$ cat src/ode_pkg.sv
/*
  ode_pkg: shared constants for the pwm output disable guard.
  Holds the register map, field positions, reset values, cause bit indices
  and the bus slave state type. Assumes 32-bit Avalon-MM byte addressing.
*/
package ode_pkg;

  // bus geometry
  localparam int ADDR_W  = 6;
  localparam int DATA_W  = 32;
  localparam int BE_W    = DATA_W / 8;

  // block geometry
  localparam int PIN_N   = 6;   // ch3 b,d / ch4 a,c / ch4 b,d
  localparam int PAIR_N  = 3;
  localparam int FAULT_N = 3;
  localparam int CAUSE_N = 9;
  localparam int WONCE_N = 5;

  // register byte offsets
  localparam logic [ADDR_W-1:0] OFF_INLVL  = 6'h00;
  localparam logic [ADDR_W-1:0] OFF_OUTLVL = 6'h04;
  localparam logic [ADDR_W-1:0] OFF_ACTLVL = 6'h08;
  localparam logic [ADDR_W-1:0] OFF_CTRL2  = 6'h0C;
  localparam logic [ADDR_W-1:0] OFF_CMPSEL = 6'h10;
  localparam logic [ADDR_W-1:0] OFF_SWREQ  = 6'h14;
  localparam logic [ADDR_W-1:0] OFF_STATUS = 6'h18;
  localparam logic [ADDR_W-1:0] OFF_MASK   = 6'h1C;
  localparam logic [ADDR_W-1:0] OFF_LIVE   = 6'h20;

  // write-once register slots
  localparam int W_INLVL  = 0;
  localparam int W_OUTLVL = 1;
  localparam int W_ACTLVL = 2;
  localparam int W_CTRL2  = 3;
  localparam int W_CMPSEL = 4;

  // reset values
  localparam logic [DATA_W-1:0] RST_INLVL  = 32'h0000_0007;
  localparam logic [DATA_W-1:0] RST_OUTLVL = 32'h0000_0007;
  localparam logic [DATA_W-1:0] RST_ACTLVL = 32'h0000_003F;
  localparam logic [DATA_W-1:0] RST_CTRL2  = 32'h0000_0000;
  localparam logic [DATA_W-1:0] RST_CMPSEL = 32'h0000_0000;
  localparam logic [DATA_W-1:0] RST_ZERO   = 32'h0000_0000;

  // control two fields
  localparam int GRP_CH3 = 0;
  localparam int GRP_CH4 = 1;

  // cause / status bit positions
  localparam int C_FAULT  = 0;  // 0..2 fault inputs
  localparam int C_SHORT  = 3;  // 3..5 pair shorts
  localparam int C_OSC    = 6;
  localparam int C_CMP    = 7;
  localparam int C_SW     = 8;

  // live register fields
  localparam int L_HIZ    = 0;
  localparam int L_PIN    = 8;  // 8..13 raw timer levels

  typedef enum logic {
    BUS_IDLE = 1'b0,
    BUS_DONE = 1'b1
  } ode_bus_state_t;

endpackage

$ cat src/ode_reg_if.sv
/*
  ode_reg_if: register access path between the bus slave and the register
  file. Write enable is a single cycle strobe; read data is combinational.
*/
`timescale 1ns/10ps
interface ode_reg_if;
  logic [ode_pkg::ADDR_W-1:0] addr;
  logic [ode_pkg::DATA_W-1:0] wrData;
  logic [ode_pkg::BE_W-1:0]   byteEn;
  logic                       wrEn;
  logic [ode_pkg::DATA_W-1:0] rdData;

  modport bus  (output addr, output wrData, output byteEn, output wrEn,
                input rdData);
  modport regs (input addr, input wrData, input byteEn, input wrEn,
                output rdData);
endinterface

$ cat src/ode_bus_slave.sv
/*
  ode_bus_slave: Avalon-MM slave front end with waitrequest.
  Every access takes one wait cycle; the master must hold its request
  until it sees waitrequest low.
*/
`timescale 1ns/10ps
module ode_bus_slave (
  input  wire logic                        ref_clk,
  input  wire logic                        srst,
  input  wire logic [ode_pkg::ADDR_W-1:0]  avs_address,
  input  wire logic                        avs_read,
  input  wire logic                        avs_write,
  input  wire logic [ode_pkg::DATA_W-1:0]  avs_writedata,
  input  wire logic [ode_pkg::BE_W-1:0]    avs_byteenable,
  output logic      [ode_pkg::DATA_W-1:0]  avs_readdata,
  output logic                             avs_waitrequest,
  ode_reg_if.bus                           rif
);
  ode_pkg::ode_bus_state_t state_r;

  // one wait cycle gives the read data a full cycle to settle
  always_ff @(posedge ref_clk) begin
    if (srst) begin
      state_r <= ode_pkg::BUS_IDLE;
    end else if (state_r == ode_pkg::BUS_DONE) begin
      state_r <= ode_pkg::BUS_IDLE;
    end else if (avs_read || avs_write) begin
      state_r <= ode_pkg::BUS_DONE;
    end
  end

  // read data captured while waitrequest is still high
  always_ff @(posedge ref_clk) begin
    if (srst) begin
      avs_readdata <= ode_pkg::RST_ZERO;
    end else if (state_r == ode_pkg::BUS_IDLE && avs_read) begin
      avs_readdata <= rif.rdData;
    end
  end

  assign avs_waitrequest = (avs_read || avs_write) &&
                           (state_r != ode_pkg::BUS_DONE);
  assign rif.addr   = avs_address;
  assign rif.wrData = avs_writedata;
  assign rif.byteEn = avs_byteenable;
  assign rif.wrEn   = avs_write && (state_r == ode_pkg::BUS_DONE);
endmodule // ode_bus_slave

$ cat src/ode_short_detect.sv
/*
  ode_short_detect: flags each complementary pair whose two outputs sit at
  their active level in the same cycle. Inputs are the timer's own drive
  levels, synchronous to ref_clk.
*/
`timescale 1ns/10ps
module ode_short_detect #(
  parameter int PAIR_N = ode_pkg::PAIR_N
) (
  input  wire logic                ref_clk,
  input  wire logic                srst,
  input  wire logic [2*PAIR_N-1:0] pinLevel,
  input  wire logic [2*PAIR_N-1:0] activeLevel,
  output logic      [PAIR_N-1:0]   shortSeen
);
  // one registered comparator per pair; a single matching cycle is enough
  for (genvar p = 0; p < PAIR_N; p++) begin : g_pair
    always_ff @(posedge ref_clk) begin
      if (srst) begin
        shortSeen[p] <= 1'b0;
      end else begin
        shortSeen[p] <= (pinLevel[2*p]   == activeLevel[2*p]) &&
                        (pinLevel[2*p+1] == activeLevel[2*p+1]);
      end
    end
  end
endmodule // ode_short_detect

$ cat src/ode_output_disable_guard.sv
/*
  ode_output_disable_guard: forces the timer's six pwm pins to high
  impedance on fault inputs, pair shorts, software request, oscillator
  stop or selected comparator detection, with write-once configuration.
  Assumes fault inputs, timer levels and detect inputs synchronous to
  ref_clk; the pad drives the pin only while its output enable is high.
*/
//
// Overview of operation
// - any enabled fault input low forces high impedance
// - ch3 b/d both active means short, disable
// - ch4 a/c both active means short, disable
// - ch4 b/d both active means short, disable
// - software request bit set forces high impedance
// - oscillator stop forces high impedance
// - selected comparator detection forces high impedance
// - configuration registers accept only the first write
`timescale 1ns/10ps
module ode_output_disable_guard #(
  parameter int CMP_N = 3
) (
  input  wire logic                          ref_clk,
  input  wire logic                          srst,
  input  wire logic [ode_pkg::ADDR_W-1:0]    avs_address,
  input  wire logic                          avs_read,
  input  wire logic                          avs_write,
  input  wire logic [ode_pkg::DATA_W-1:0]    avs_writedata,
  input  wire logic [ode_pkg::BE_W-1:0]      avs_byteenable,
  output logic      [ode_pkg::DATA_W-1:0]    avs_readdata,
  output logic                               avs_waitrequest,
  input  wire logic                          faultInputFirstN,
  input  wire logic                          faultInputSecondN,
  input  wire logic                          faultInputThirdN,
  input  wire logic                          oscStopDetect,
  input  wire logic [CMP_N-1:0]              cmpDetect,
  input  wire logic [ode_pkg::PIN_N-1:0]     timerPwmOut,
  output logic      [ode_pkg::PIN_N-1:0]     pwmPinOut,
  output logic      [ode_pkg::PIN_N-1:0]     pwmPinOe,
  output logic                               irq
);

  ode_reg_if rif ();

  // write-once configuration and plain registers
  logic [ode_pkg::DATA_W-1:0]  inLvl_r;
  logic [ode_pkg::DATA_W-1:0]  outLvl_r;
  logic [ode_pkg::DATA_W-1:0]  actLvl_r;
  logic [ode_pkg::DATA_W-1:0]  ctrl2_r;
  logic [ode_pkg::DATA_W-1:0]  cmpSel_r;
  logic [ode_pkg::WONCE_N-1:0] written_r;
  logic                        swReq_r;
  logic [ode_pkg::CAUSE_N-1:0] status_r;
  logic [ode_pkg::CAUSE_N-1:0] status_nxt;
  logic [ode_pkg::CAUSE_N-1:0] mask_r;
  logic [ode_pkg::CAUSE_N-1:0] cause;
  logic [ode_pkg::CAUSE_N-1:0] clrReq;
  logic [ode_pkg::PAIR_N-1:0]  shortSeen;
  logic [ode_pkg::PAIR_N-1:0]  pairEn;
  logic [ode_pkg::FAULT_N-1:0] faultLow;
  logic                        hizNow;

  // merge written byte lanes over the old value
  function automatic logic [ode_pkg::DATA_W-1:0] laneMerge(
    input logic [ode_pkg::DATA_W-1:0] oldVal,
    input logic [ode_pkg::DATA_W-1:0] newVal,
    input logic [ode_pkg::BE_W-1:0]   be
  );
    logic [ode_pkg::DATA_W-1:0] res;
    res = oldVal;
    for (int b = 0; b < ode_pkg::BE_W; b++) begin
      if (be[b]) begin
        res[8*b +: 8] = newVal[8*b +: 8];
      end
    end
    return res;
  endfunction

  // a write strobe that lands on a given offset
  function automatic logic hitWrite(
    input logic                      en,
    input logic [ode_pkg::ADDR_W-1:0] a,
    input logic [ode_pkg::ADDR_W-1:0] off
  );
    return en && (a == off);
  endfunction

  ode_bus_slave u_bus (
    .ref_clk         (ref_clk),
    .srst            (srst),
    .avs_address     (avs_address),
    .avs_read        (avs_read),
    .avs_write       (avs_write),
    .avs_writedata   (avs_writedata),
    .avs_byteenable  (avs_byteenable),
    .avs_readdata    (avs_readdata),
    .avs_waitrequest (avs_waitrequest),
    .rif             (rif.bus)
  );

  ode_short_detect #(
    .PAIR_N (ode_pkg::PAIR_N)
  ) u_short (
    .ref_clk     (ref_clk),
    .srst        (srst),
    .pinLevel    (timerPwmOut),
    .activeLevel (actLvl_r[ode_pkg::PIN_N-1:0]),
    .shortSeen   (shortSeen)
  );

  // first write after reset sticks; later writes are dropped silently
  always_ff @(posedge ref_clk) begin
    if (srst) begin
      inLvl_r <= ode_pkg::RST_INLVL;
    end else if (hitWrite(rif.wrEn, rif.addr, ode_pkg::OFF_INLVL) &&
                 !written_r[ode_pkg::W_INLVL]) begin
      inLvl_r <= laneMerge(inLvl_r, rif.wrData, rif.byteEn);
    end
  end

  always_ff @(posedge ref_clk) begin
    if (srst) begin
      outLvl_r <= ode_pkg::RST_OUTLVL;
    end else if (hitWrite(rif.wrEn, rif.addr, ode_pkg::OFF_OUTLVL) &&
                 !written_r[ode_pkg::W_OUTLVL]) begin
      outLvl_r <= laneMerge(outLvl_r, rif.wrData, rif.byteEn);
    end
  end

  always_ff @(posedge ref_clk) begin
    if (srst) begin
      actLvl_r <= ode_pkg::RST_ACTLVL;
    end else if (hitWrite(rif.wrEn, rif.addr, ode_pkg::OFF_ACTLVL) &&
                 !written_r[ode_pkg::W_ACTLVL]) begin
      actLvl_r <= laneMerge(actLvl_r, rif.wrData, rif.byteEn);
    end
  end

  always_ff @(posedge ref_clk) begin
    if (srst) begin
      ctrl2_r <= ode_pkg::RST_CTRL2;
    end else if (hitWrite(rif.wrEn, rif.addr, ode_pkg::OFF_CTRL2) &&
                 !written_r[ode_pkg::W_CTRL2]) begin
      ctrl2_r <= laneMerge(ctrl2_r, rif.wrData, rif.byteEn);
    end
  end

  always_ff @(posedge ref_clk) begin
    if (srst) begin
      cmpSel_r <= ode_pkg::RST_CMPSEL;
    end else if (hitWrite(rif.wrEn, rif.addr, ode_pkg::OFF_CMPSEL) &&
                 !written_r[ode_pkg::W_CMPSEL]) begin
      cmpSel_r <= laneMerge(cmpSel_r, rif.wrData, rif.byteEn);
    end
  end

  // lock flags: any write, whatever lanes, uses up the single chance
  always_ff @(posedge ref_clk) begin
    if (srst) begin
      written_r <= '0;
    end else begin
      if (hitWrite(rif.wrEn, rif.addr, ode_pkg::OFF_INLVL))
        written_r[ode_pkg::W_INLVL] <= 1'b1;
      if (hitWrite(rif.wrEn, rif.addr, ode_pkg::OFF_OUTLVL))
        written_r[ode_pkg::W_OUTLVL] <= 1'b1;
      if (hitWrite(rif.wrEn, rif.addr, ode_pkg::OFF_ACTLVL))
        written_r[ode_pkg::W_ACTLVL] <= 1'b1;
      if (hitWrite(rif.wrEn, rif.addr, ode_pkg::OFF_CTRL2))
        written_r[ode_pkg::W_CTRL2] <= 1'b1;
      if (hitWrite(rif.wrEn, rif.addr, ode_pkg::OFF_CMPSEL))
        written_r[ode_pkg::W_CMPSEL] <= 1'b1;
    end
  end

  // software request is a level held until software writes it back to 0
  always_ff @(posedge ref_clk) begin
    if (srst) begin
      swReq_r <= 1'b0;
    end else if (hitWrite(rif.wrEn, rif.addr, ode_pkg::OFF_SWREQ) &&
                 rif.byteEn[0]) begin
      swReq_r <= rif.wrData[0];
    end
  end

  always_ff @(posedge ref_clk) begin
    if (srst) begin
      mask_r <= '0;
    end else if (hitWrite(rif.wrEn, rif.addr, ode_pkg::OFF_MASK)) begin
      mask_r <= laneMerge({{(ode_pkg::DATA_W-ode_pkg::CAUSE_N){1'b0}},
                           mask_r}, rif.wrData,
                          rif.byteEn)[ode_pkg::CAUSE_N-1:0];
    end
  end

  // cause vector; short detection only counts for enabled pin groups
  assign faultLow = ~{faultInputThirdN, faultInputSecondN,
                      faultInputFirstN};
  assign pairEn[0] = outLvl_r[0] && ctrl2_r[ode_pkg::GRP_CH3];
  assign pairEn[1] = outLvl_r[1] && ctrl2_r[ode_pkg::GRP_CH4];
  assign pairEn[2] = outLvl_r[2] && ctrl2_r[ode_pkg::GRP_CH4];

  always_comb begin
    cause = '0;
    cause[ode_pkg::C_FAULT +: ode_pkg::FAULT_N] =
      faultLow & inLvl_r[ode_pkg::FAULT_N-1:0];
    cause[ode_pkg::C_SHORT]     = shortSeen[0] && pairEn[0];
    cause[ode_pkg::C_SHORT + 1] = shortSeen[1] && pairEn[1];
    cause[ode_pkg::C_SHORT + 2] = shortSeen[2] && pairEn[2];
    cause[ode_pkg::C_OSC] = oscStopDetect;
    cause[ode_pkg::C_CMP] = |(cmpDetect & cmpSel_r[CMP_N-1:0]);
    cause[ode_pkg::C_SW]  = swReq_r;
  end

  // write-one-to-clear, refused while the cause persists; set wins
  always_comb begin
    clrReq = '0;
    if (hitWrite(rif.wrEn, rif.addr, ode_pkg::OFF_STATUS) &&
        rif.byteEn[0]) begin
      clrReq[7:0] = rif.wrData[7:0];
    end
    if (hitWrite(rif.wrEn, rif.addr, ode_pkg::OFF_STATUS) &&
        rif.byteEn[1]) begin
      clrReq[ode_pkg::CAUSE_N-1:8] = rif.wrData[ode_pkg::CAUSE_N-1:8];
    end
    status_nxt = (status_r & ~(clrReq & ~cause)) | cause;
  end

  always_ff @(posedge ref_clk) begin
    if (srst) begin
      status_r <= '0;
    end else begin
      status_r <= status_nxt;
    end
  end

  assign hizNow = |status_nxt;

  // pins: drive the timer level, release all six while any flag stands
  always_ff @(posedge ref_clk) begin
    if (srst) begin
      pwmPinOut <= '0;
      pwmPinOe  <= '0;
    end else begin
      pwmPinOut <= timerPwmOut;
      pwmPinOe  <= {ode_pkg::PIN_N{!hizNow}};
    end
  end

  // level interrupt while a flag whose mask_r bit is set stands
  always_ff @(posedge ref_clk) begin
    if (srst) begin
      irq <= 1'b0;
    end else begin
      irq <= |(status_nxt & mask_r);
    end
  end

  // readback; unmapped offsets read zero
  always_comb begin
    rif.rdData = ode_pkg::RST_ZERO;
    if (rif.addr == ode_pkg::OFF_INLVL) begin
      rif.rdData = inLvl_r;
    end else if (rif.addr == ode_pkg::OFF_OUTLVL) begin
      rif.rdData = outLvl_r;
    end else if (rif.addr == ode_pkg::OFF_ACTLVL) begin
      rif.rdData = actLvl_r;
    end else if (rif.addr == ode_pkg::OFF_CTRL2) begin
      rif.rdData = ctrl2_r;
    end else if (rif.addr == ode_pkg::OFF_CMPSEL) begin
      rif.rdData = cmpSel_r;
    end else if (rif.addr == ode_pkg::OFF_SWREQ) begin
      rif.rdData[0] = swReq_r;
    end else if (rif.addr == ode_pkg::OFF_STATUS) begin
      rif.rdData[ode_pkg::CAUSE_N-1:0] = status_r;
    end else if (rif.addr == ode_pkg::OFF_MASK) begin
      rif.rdData[ode_pkg::CAUSE_N-1:0] = mask_r;
    end else if (rif.addr == ode_pkg::OFF_LIVE) begin
      rif.rdData[ode_pkg::L_HIZ] = |status_r;
      rif.rdData[ode_pkg::L_PIN +: ode_pkg::PIN_N] = timerPwmOut;
    end
  end
endmodule // ode_output_disable_guard

$ cat config.mk
export PLATFORM = sky130hd
export DESIGN_NAME = ode_output_disable_guard
export DESIGN_NICKNAME = d
export VERILOG_FILES = /design/src/ode_pkg.sv /design/src/ode_reg_if.sv /design/src/ode_bus_slave.sv /design/src/ode_short_detect.sv /design/src/ode_output_disable_guard.sv
export SDC_FILE = /design/constraint.sdc
export NUM_CORES = 1
export LEC_CHECK = 0
export BUFFER_PORTS_ARGS = -buffer_cell sky130_fd_sc_hd__buf_4
export CORE_ASPECT_RATIO = 0.8
export CORE_MARGIN = 2
export CORE_UTILIZATION = 45
export CTS_BUF_LIST = sky130_fd_sc_hd__clkbuf_8
export DETAILED_ROUTE_END_ITERATION = 7
export MAX_ROUTING_LAYER = met4
export PLACE_DENSITY_LB_ADDON = 0.3
export SETUP_SLACK_MARGIN = 0.02
export SLEW_MARGIN = 10
export SYNTH_ARGS = -nofsm -noshare
export SYNTH_HDL_FRONTEND = slang
export SYNTH_SLANG_ARGS = --single-unit
export TNS_END_PERCENT = 100
$ cat constraint.sdc
create_clock -name ref_clk -period 6.3 [get_ports ref_clk]
set_clock_uncertainty 0.15 [all_clocks]
set_input_delay 1.26 -clock ref_clk [delete_from_list [all_inputs] [get_ports ref_clk]]
set_output_delay 1.26 -clock ref_clk [all_outputs]
set_load 0.005 [all_outputs]
==> results.toml, run 1 <==
[run_status]
status = "finished, final reports clean"

[yosys]
synth_fa_ha_area_share_pct = 0
synth_common_cells = "228 x dfxtp_1, 200 x nand2_1, 164 x a21oi_1"
synth_fp_nets = 1226
synth_xor_area_share_pct = 0.5452
postSynth.asyncResetShare_pct = 0
ys_seq_elements = 228
synth_top_area_share_pct = 47.35
synthSimpleGateAreaFrac_pct = 25.22
ys.flop_type = "dfxtp_1"
synth_top_family_by_area = "simple AND/OR/NAND/NOR gates"
syn_avg_cell_area_um2 = 8.260
synthMostInstantiatedCell = "dfxtp_1"
ys_seq_area_share_pct = 47.35
ys_types = 57
yosysWarnings = 0
synth_top_area_cell = "dfxtp_1"
syn_area_um2 = 9639
synth_compound_area_share_pct = 20.86
synth.top_cells.by_area = "dfxtp_1 47%, a21oi_1 8.5%, nand3_1 8.2%"
synth-edff-count = 0
synth_mux_area_share_pct = 1.142
synth_cells = 1167

[floorplan]
die_w_um = 167.6
ios = 105
core_um2 = 20880
start_util_pct = 46.17
die_height_um = 134.9
row_count = 47
dieArea_um2 = 22610

[detailed_routing]
viasPerCell = 6.013
final_antenna_net_count = 0
drc = 0
drt_first_pass_iters = 8
wl_per_cell_um = 19.62
drt-total-wl_um = 29660
first_iter_violations = 1149
vias = 9092

[sta]
setup_viol = 0
finalCriticalPeriod_ps = 3384
hold_violations = 0
tightest_slew_ps = 1218
period_share_pct = 53.72
finalMaxSlewViolations = 0
rsz0062_at_grt = "no"
finalSetupTns_ps = 0
max_freq_ghz = 0.2955
worst_slack_ps = 2916
relSlewSlack_pct = 18.69

[grt]
grt_max_degree = 123
globalRouteTotalUtil_pct = 26.78
grt_pass1_vias = 8348
grt_overflow_total = 0
antenna_found_initial = 0
grt_pass1_wl_um = 47070

[clock_tree]
clk_path_buf_depth = 3
cts_sinks = 228
htreeDepth = 2
cts-root-buf = "clkbuf_8"
cts_tree = "yes"
numCtsBuffers = 37
post_cts.repair.setup_buffers = 0
clk_pin_slew_ps = 60
post_cts_resize_count = 0
clock_latency_ps = 540
holdBufCountCts = 0

[critical_path]
crit_path_start_kind = "input pin"
critPathKind = "input pin to flip-flop"
crit_fanout = 27
cp-end-kind = "flip-flop"
crit_arrival_ps = 3690
cp.required_ps = 6600

[cells_and_area]
nets = 1281
drive_above_1_share_pct = 14.80
area_growth_pct = 15.37
nFillCells = 1995
antenna_cells = 0

[worst_hold_path]
hp-class = "flip-flop to flip-flop"

[pwr]
ir_drop_mv = 0.1221
powerDensity_nw_per_um2 = 258.8
p_leak_nw = 3.825

[place]
dpl_worst_slack_ps = 2431
place_hpwl_um = 17680
gp_congestion = 0.8937
place.port_buffers = 104

[job]
drv_cap = 0
[cells in the final DEF, fill, tap and decap left out, types with 4 or more instances in the layout]
cell type    n
o21ai_0      4
nor2_1      56
dfxtp_1    228
nand3b_1     6
clkbuf_8    44
nand2_1    200
a21o_1      16
nor3_1      17
a222oi_1    30
o21bai_1    15
nor2b_1     14
a31oi_1     18
xor2_1       6
a311oi_1     4
inv_1       20
a22oi_1     19
buf_4      114
and3_1      11
nand3_1    157
mux2i_1     11
nor2_4       4
nor4_1       4
a21oi_1    164
a221oi_1     5
and4_1       7
nor4_4       4
a22o_1       5
nand4_1      7
a211o_1      6
[routing by layer]
layer	vias to the layer above	track usage [%]	wire length [µm]
met4	0	6.618	513
met1	4326	38.19	13450
li1	4310	-	-
met3	48	4.894	2367
met2	408	39.35	13330
met5	-	-	0
[path summary, 6_finish.rpt]
| kind | cells past startpoint | endpoint | slack [ps] | from |
|---|---|---|---|---|
| worst max-delay path | 6 | u_bus.avs_readdata[26] | 2920 | avs_address[3] |
| worst min-delay path | 2 | inLvl_r[6] | 300 | inLvl_r[6] |
| worst max register to register | 5 | outLvl_r[0] | 3550 | u_bus.state_r |
| worst min register to register | 2 | inLvl_r[6] | 300 | inLvl_r[6] |
[per-stage QoR]
stage | area (µm²) | power (mW) | std cells | hold WS, ps | utilization (%)
floorplan | 9639 | 1.603 | 1167 | 281.9 | -
global placement | 10450 | 1.704 | 1452 | 287.3 | 50.04
detailed placement | 10450 | 1.705 | 1452 | 294.8 | 50.04
CTS | 11120 | 2.892 | 1512 | 303.3 | 53.27
global route | 11120 | 2.984 | 1512 | 317.2 | 53.27
finish | 11120 | 2.878 | 1512 | 302.4 | 53.27
[worst max-delay path, stage by stage]
cell and delay (ps):
buf_4 150, or4_1 780, nor2_4 840, a222oi_1 210, a31o_2 300, a21oi_1 130
[state kept, by name, indices dropped and copies added (netlist names), 9 cells and up]
name                count
inLvl_r                32
ctrl2_r                32
mask_r                  9
status_r                9
actLvl_r               32
outLvl_r               32
u_bus.avs_readdata     32
cmpSel_r               32
[kinds of logic after synthesis]
group	after synthesis
DFF	228
and+or+nand+nor	506
AOI/OAI and AO/OA	310
muxes	11
buffers and inverters	106
xor gates and xnor gates	6
[power breakdown]
part,internal (mW),switching (mW)
clock,0.627,0.575
combinational,0.0763,0.125
sequential,1.46,0.0135
total,2.16,0.714
[layout make-up]
type                    instances  area (µm²)  share of cell area (%)
clock buffers                  44       605.6                   5.446
well taps                     269       336.6                   3.027
repair buffers                116       887.1                   7.977
inverters                       6       22.52                  0.2025
clock inverters                16       67.56                  0.6076
multi-input cells             833        4637                   41.70
flip-flops and latches        228        4564                   41.04
Power figures use the tool's default switching activity.
==> run 2, diff against run 1 <==
==> constraint.sdc (replaced) <==
create_clock -name ref_clk -period 2.7 [get_ports ref_clk]
set_clock_uncertainty 0.15 [all_clocks]
set_input_delay 0.54 -clock ref_clk [delete_from_list [all_inputs] [get_ports ref_clk]]
set_output_delay 0.54 -clock ref_clk [all_outputs]
set_load 0.005 [all_outputs]
==> run 2 against run 1 <==
Net effect: sequential power is 130% higher; sequential share of layout area shrank 1.6 points; highest routed layer unchanged; clock-buffer cell count decreased by 3; die area did not move; cell count grew 2.7%; via count rose by 1.4%; global-route usage is 0.10 points higher; critical path depth unchanged; register-to-register slack got worse by 3200 ps.
==> results.toml, run 2 (synthesis results as in run 1) <==
[grt]
grt_pass1_wl_um = 46890
antenna_found_initial = 0
grt_pass1_vias = 8583
globalRouteTotalUtil_pct = 26.88
grt_max_degree = 93
grt_overflow_total = 0

[detailed_routing]
drt_first_pass_iters = 6
vias = 9222
drt-total-wl_um = 29950
drc = 0
first_iter_violations = 1118
wl_per_cell_um = 19.28
final_antenna_net_count = 0
viasPerCell = 5.938

[cells_and_area]
final_cell_mix = "228 x dfxtp_1, 200 x nand2_1, 164 x a21oi_1, 157 x nand3_1, 142 x buf_4"
antenna_cells = 0
post-route-cell-area_um2 = 11570
nFillCells = 1928
final_common_cell = "dfxtp_1"
area_growth_pct = 20.05
drive_above_1_share_pct = 17.37
nets = 1321
seq_area_um2 = 4564
multi_input_area_um2 = 4626

[clock_tree]
cts_tree = "yes"
numCtsBuffers = 36
cts-root-buf = "clkbuf_8"
clk_path_buf_depth = 3
post_cts_resize_count = 0
htreeDepth = 2
holdBufCountCts = 0
clk_pin_slew_ps = 60
cts_sinks = 228
clock_latency_ps = 530
post_cts.repair.setup_buffers = 0

[sta]
rsz0062_at_grt = "no"
max_freq_ghz = 0.4316
finalMaxSlewViolations = 0
period_share_pct = 85.81
finalCriticalPeriod_ps = 2317
finalSetupTns_ps = 0
hold_violations = 0
relSlewSlack_pct = 50.63
tightest_slew_ps = 740.5
setup_viol = 0

[worst_hold_path]
hp-class = "input pin to flip-flop"

[pwr]
powerDensity_nw_per_um2 = 583.8
p_leak_nw = 4.085
ir_drop_mv = 0.4385

[critical_path]
rr_startpoint = "u_bus.state_r"
r2r_slack_ps = 380
cp.required_ps = 2980
critPathKind = "flip-flop to flip-flop"
critPathLaunch = "u_bus.state_r"
rr_worst_depth = 6
r2r_end = "outLvl_r[25]"
path_cells = "nand2_1, nor4_4, buf_4, buf_4, nand3_1, a21oi_1"
crit_slowest_cell = "nor4_4"
crit_arrival_ps = 2600
cp-end-kind = "flip-flop"
path_buf_inv = 2
cpMostUsedCell = "buf_4"
cp-endpoint = "outLvl_r[25]"
cp.depth = 6
crit_fanout = 13
slowest_delay_ps = 570
critical_path.top_delay_family = "simple AND/OR/NAND/NOR gates"
crit_path_start_kind = "flip-flop"

[floorplan]
dieArea_um2 = 22610
start_util_pct = 46.17
row_count = 47
die_w_um = 167.6
die_height_um = 134.9
ios = 105
core_um2 = 20880

[place]
place_area_um2 = 10910
gp_congestion = 0.9291
place.port_buffers = 104
place_hpwl_um = 19630

[run_status]
status = "finished, final reports clean"

[job]
drv_cap = 0
run 2: cell types whose count changed in the layout (fill, tap and decap cells not counted), moves of 2 or more:
cell and change:
clkbuf_8 -3, clkinvlp_4 -2, clkinv_2 +3, nor2_2 +2, nor2_4 -2, buf_4 +28
buf_12 +13
run 2: layer usage:
layer  vias up  global-route usage (%)  wire [µm]
met5         -                       -          0
met4         0                   8.164        552
met3        50                   4.924       2825
met2       435                   39.97      13110
met1      4337                   37.36      13460
li1       4400                       -          -
run 2: area by class of cell:
cell class,count,share of cell area (%)
Multi-Input combinational cell,833,39.97
Inverter,6,0.1946
Sequential cell,228,39.44
Tap cell,269,2.908
Clock inverter,19,0.8758
Timing Repair Buffer,157,11.73
Clock buffer,41,4.876
run 2: power breakdown:
group | internal, mW | switching [mW]
clock | 1.47 | 1.34
sequential | 3.41 | 0.0272
combinational | 0.205 | 0.305
total | 5.09 | 1.67
run 2: worst min-delay path by stage:
stage,start,end,cells after the start
floorplan,actLvl_r[10],actLvl_r[10],2
global placement,actLvl_r[10],actLvl_r[10],2
detailed placement,outLvl_r[6],outLvl_r[6],2
CTS,timerPwmOut[0],pwmPinOut[0],2
global route,timerPwmOut[1],pwmPinOut[1],2
finish,timerPwmOut[0],pwmPinOut[0],2
run 2: stage by stage:
stage | power (mW) | utilization [%] | hold WS (ps) | instances | worst slack [ps]
after floorplan | 3.741 | - | 281.9 | 1167 | 370.9
after global placement | 4.011 | 52.24 | 288.9 | 1493 | -41.28
after detailed placement | 4.012 | 52.24 | 295.9 | 1493 | 0.9048
after CTS | 6.778 | 55.43 | 113.6 | 1553 | 435.4
after global routing | 6.981 | 55.43 | 139.8 | 1553 | 166.8
final | 6.756 | 55.43 | 119.7 | 1553 | 383.2
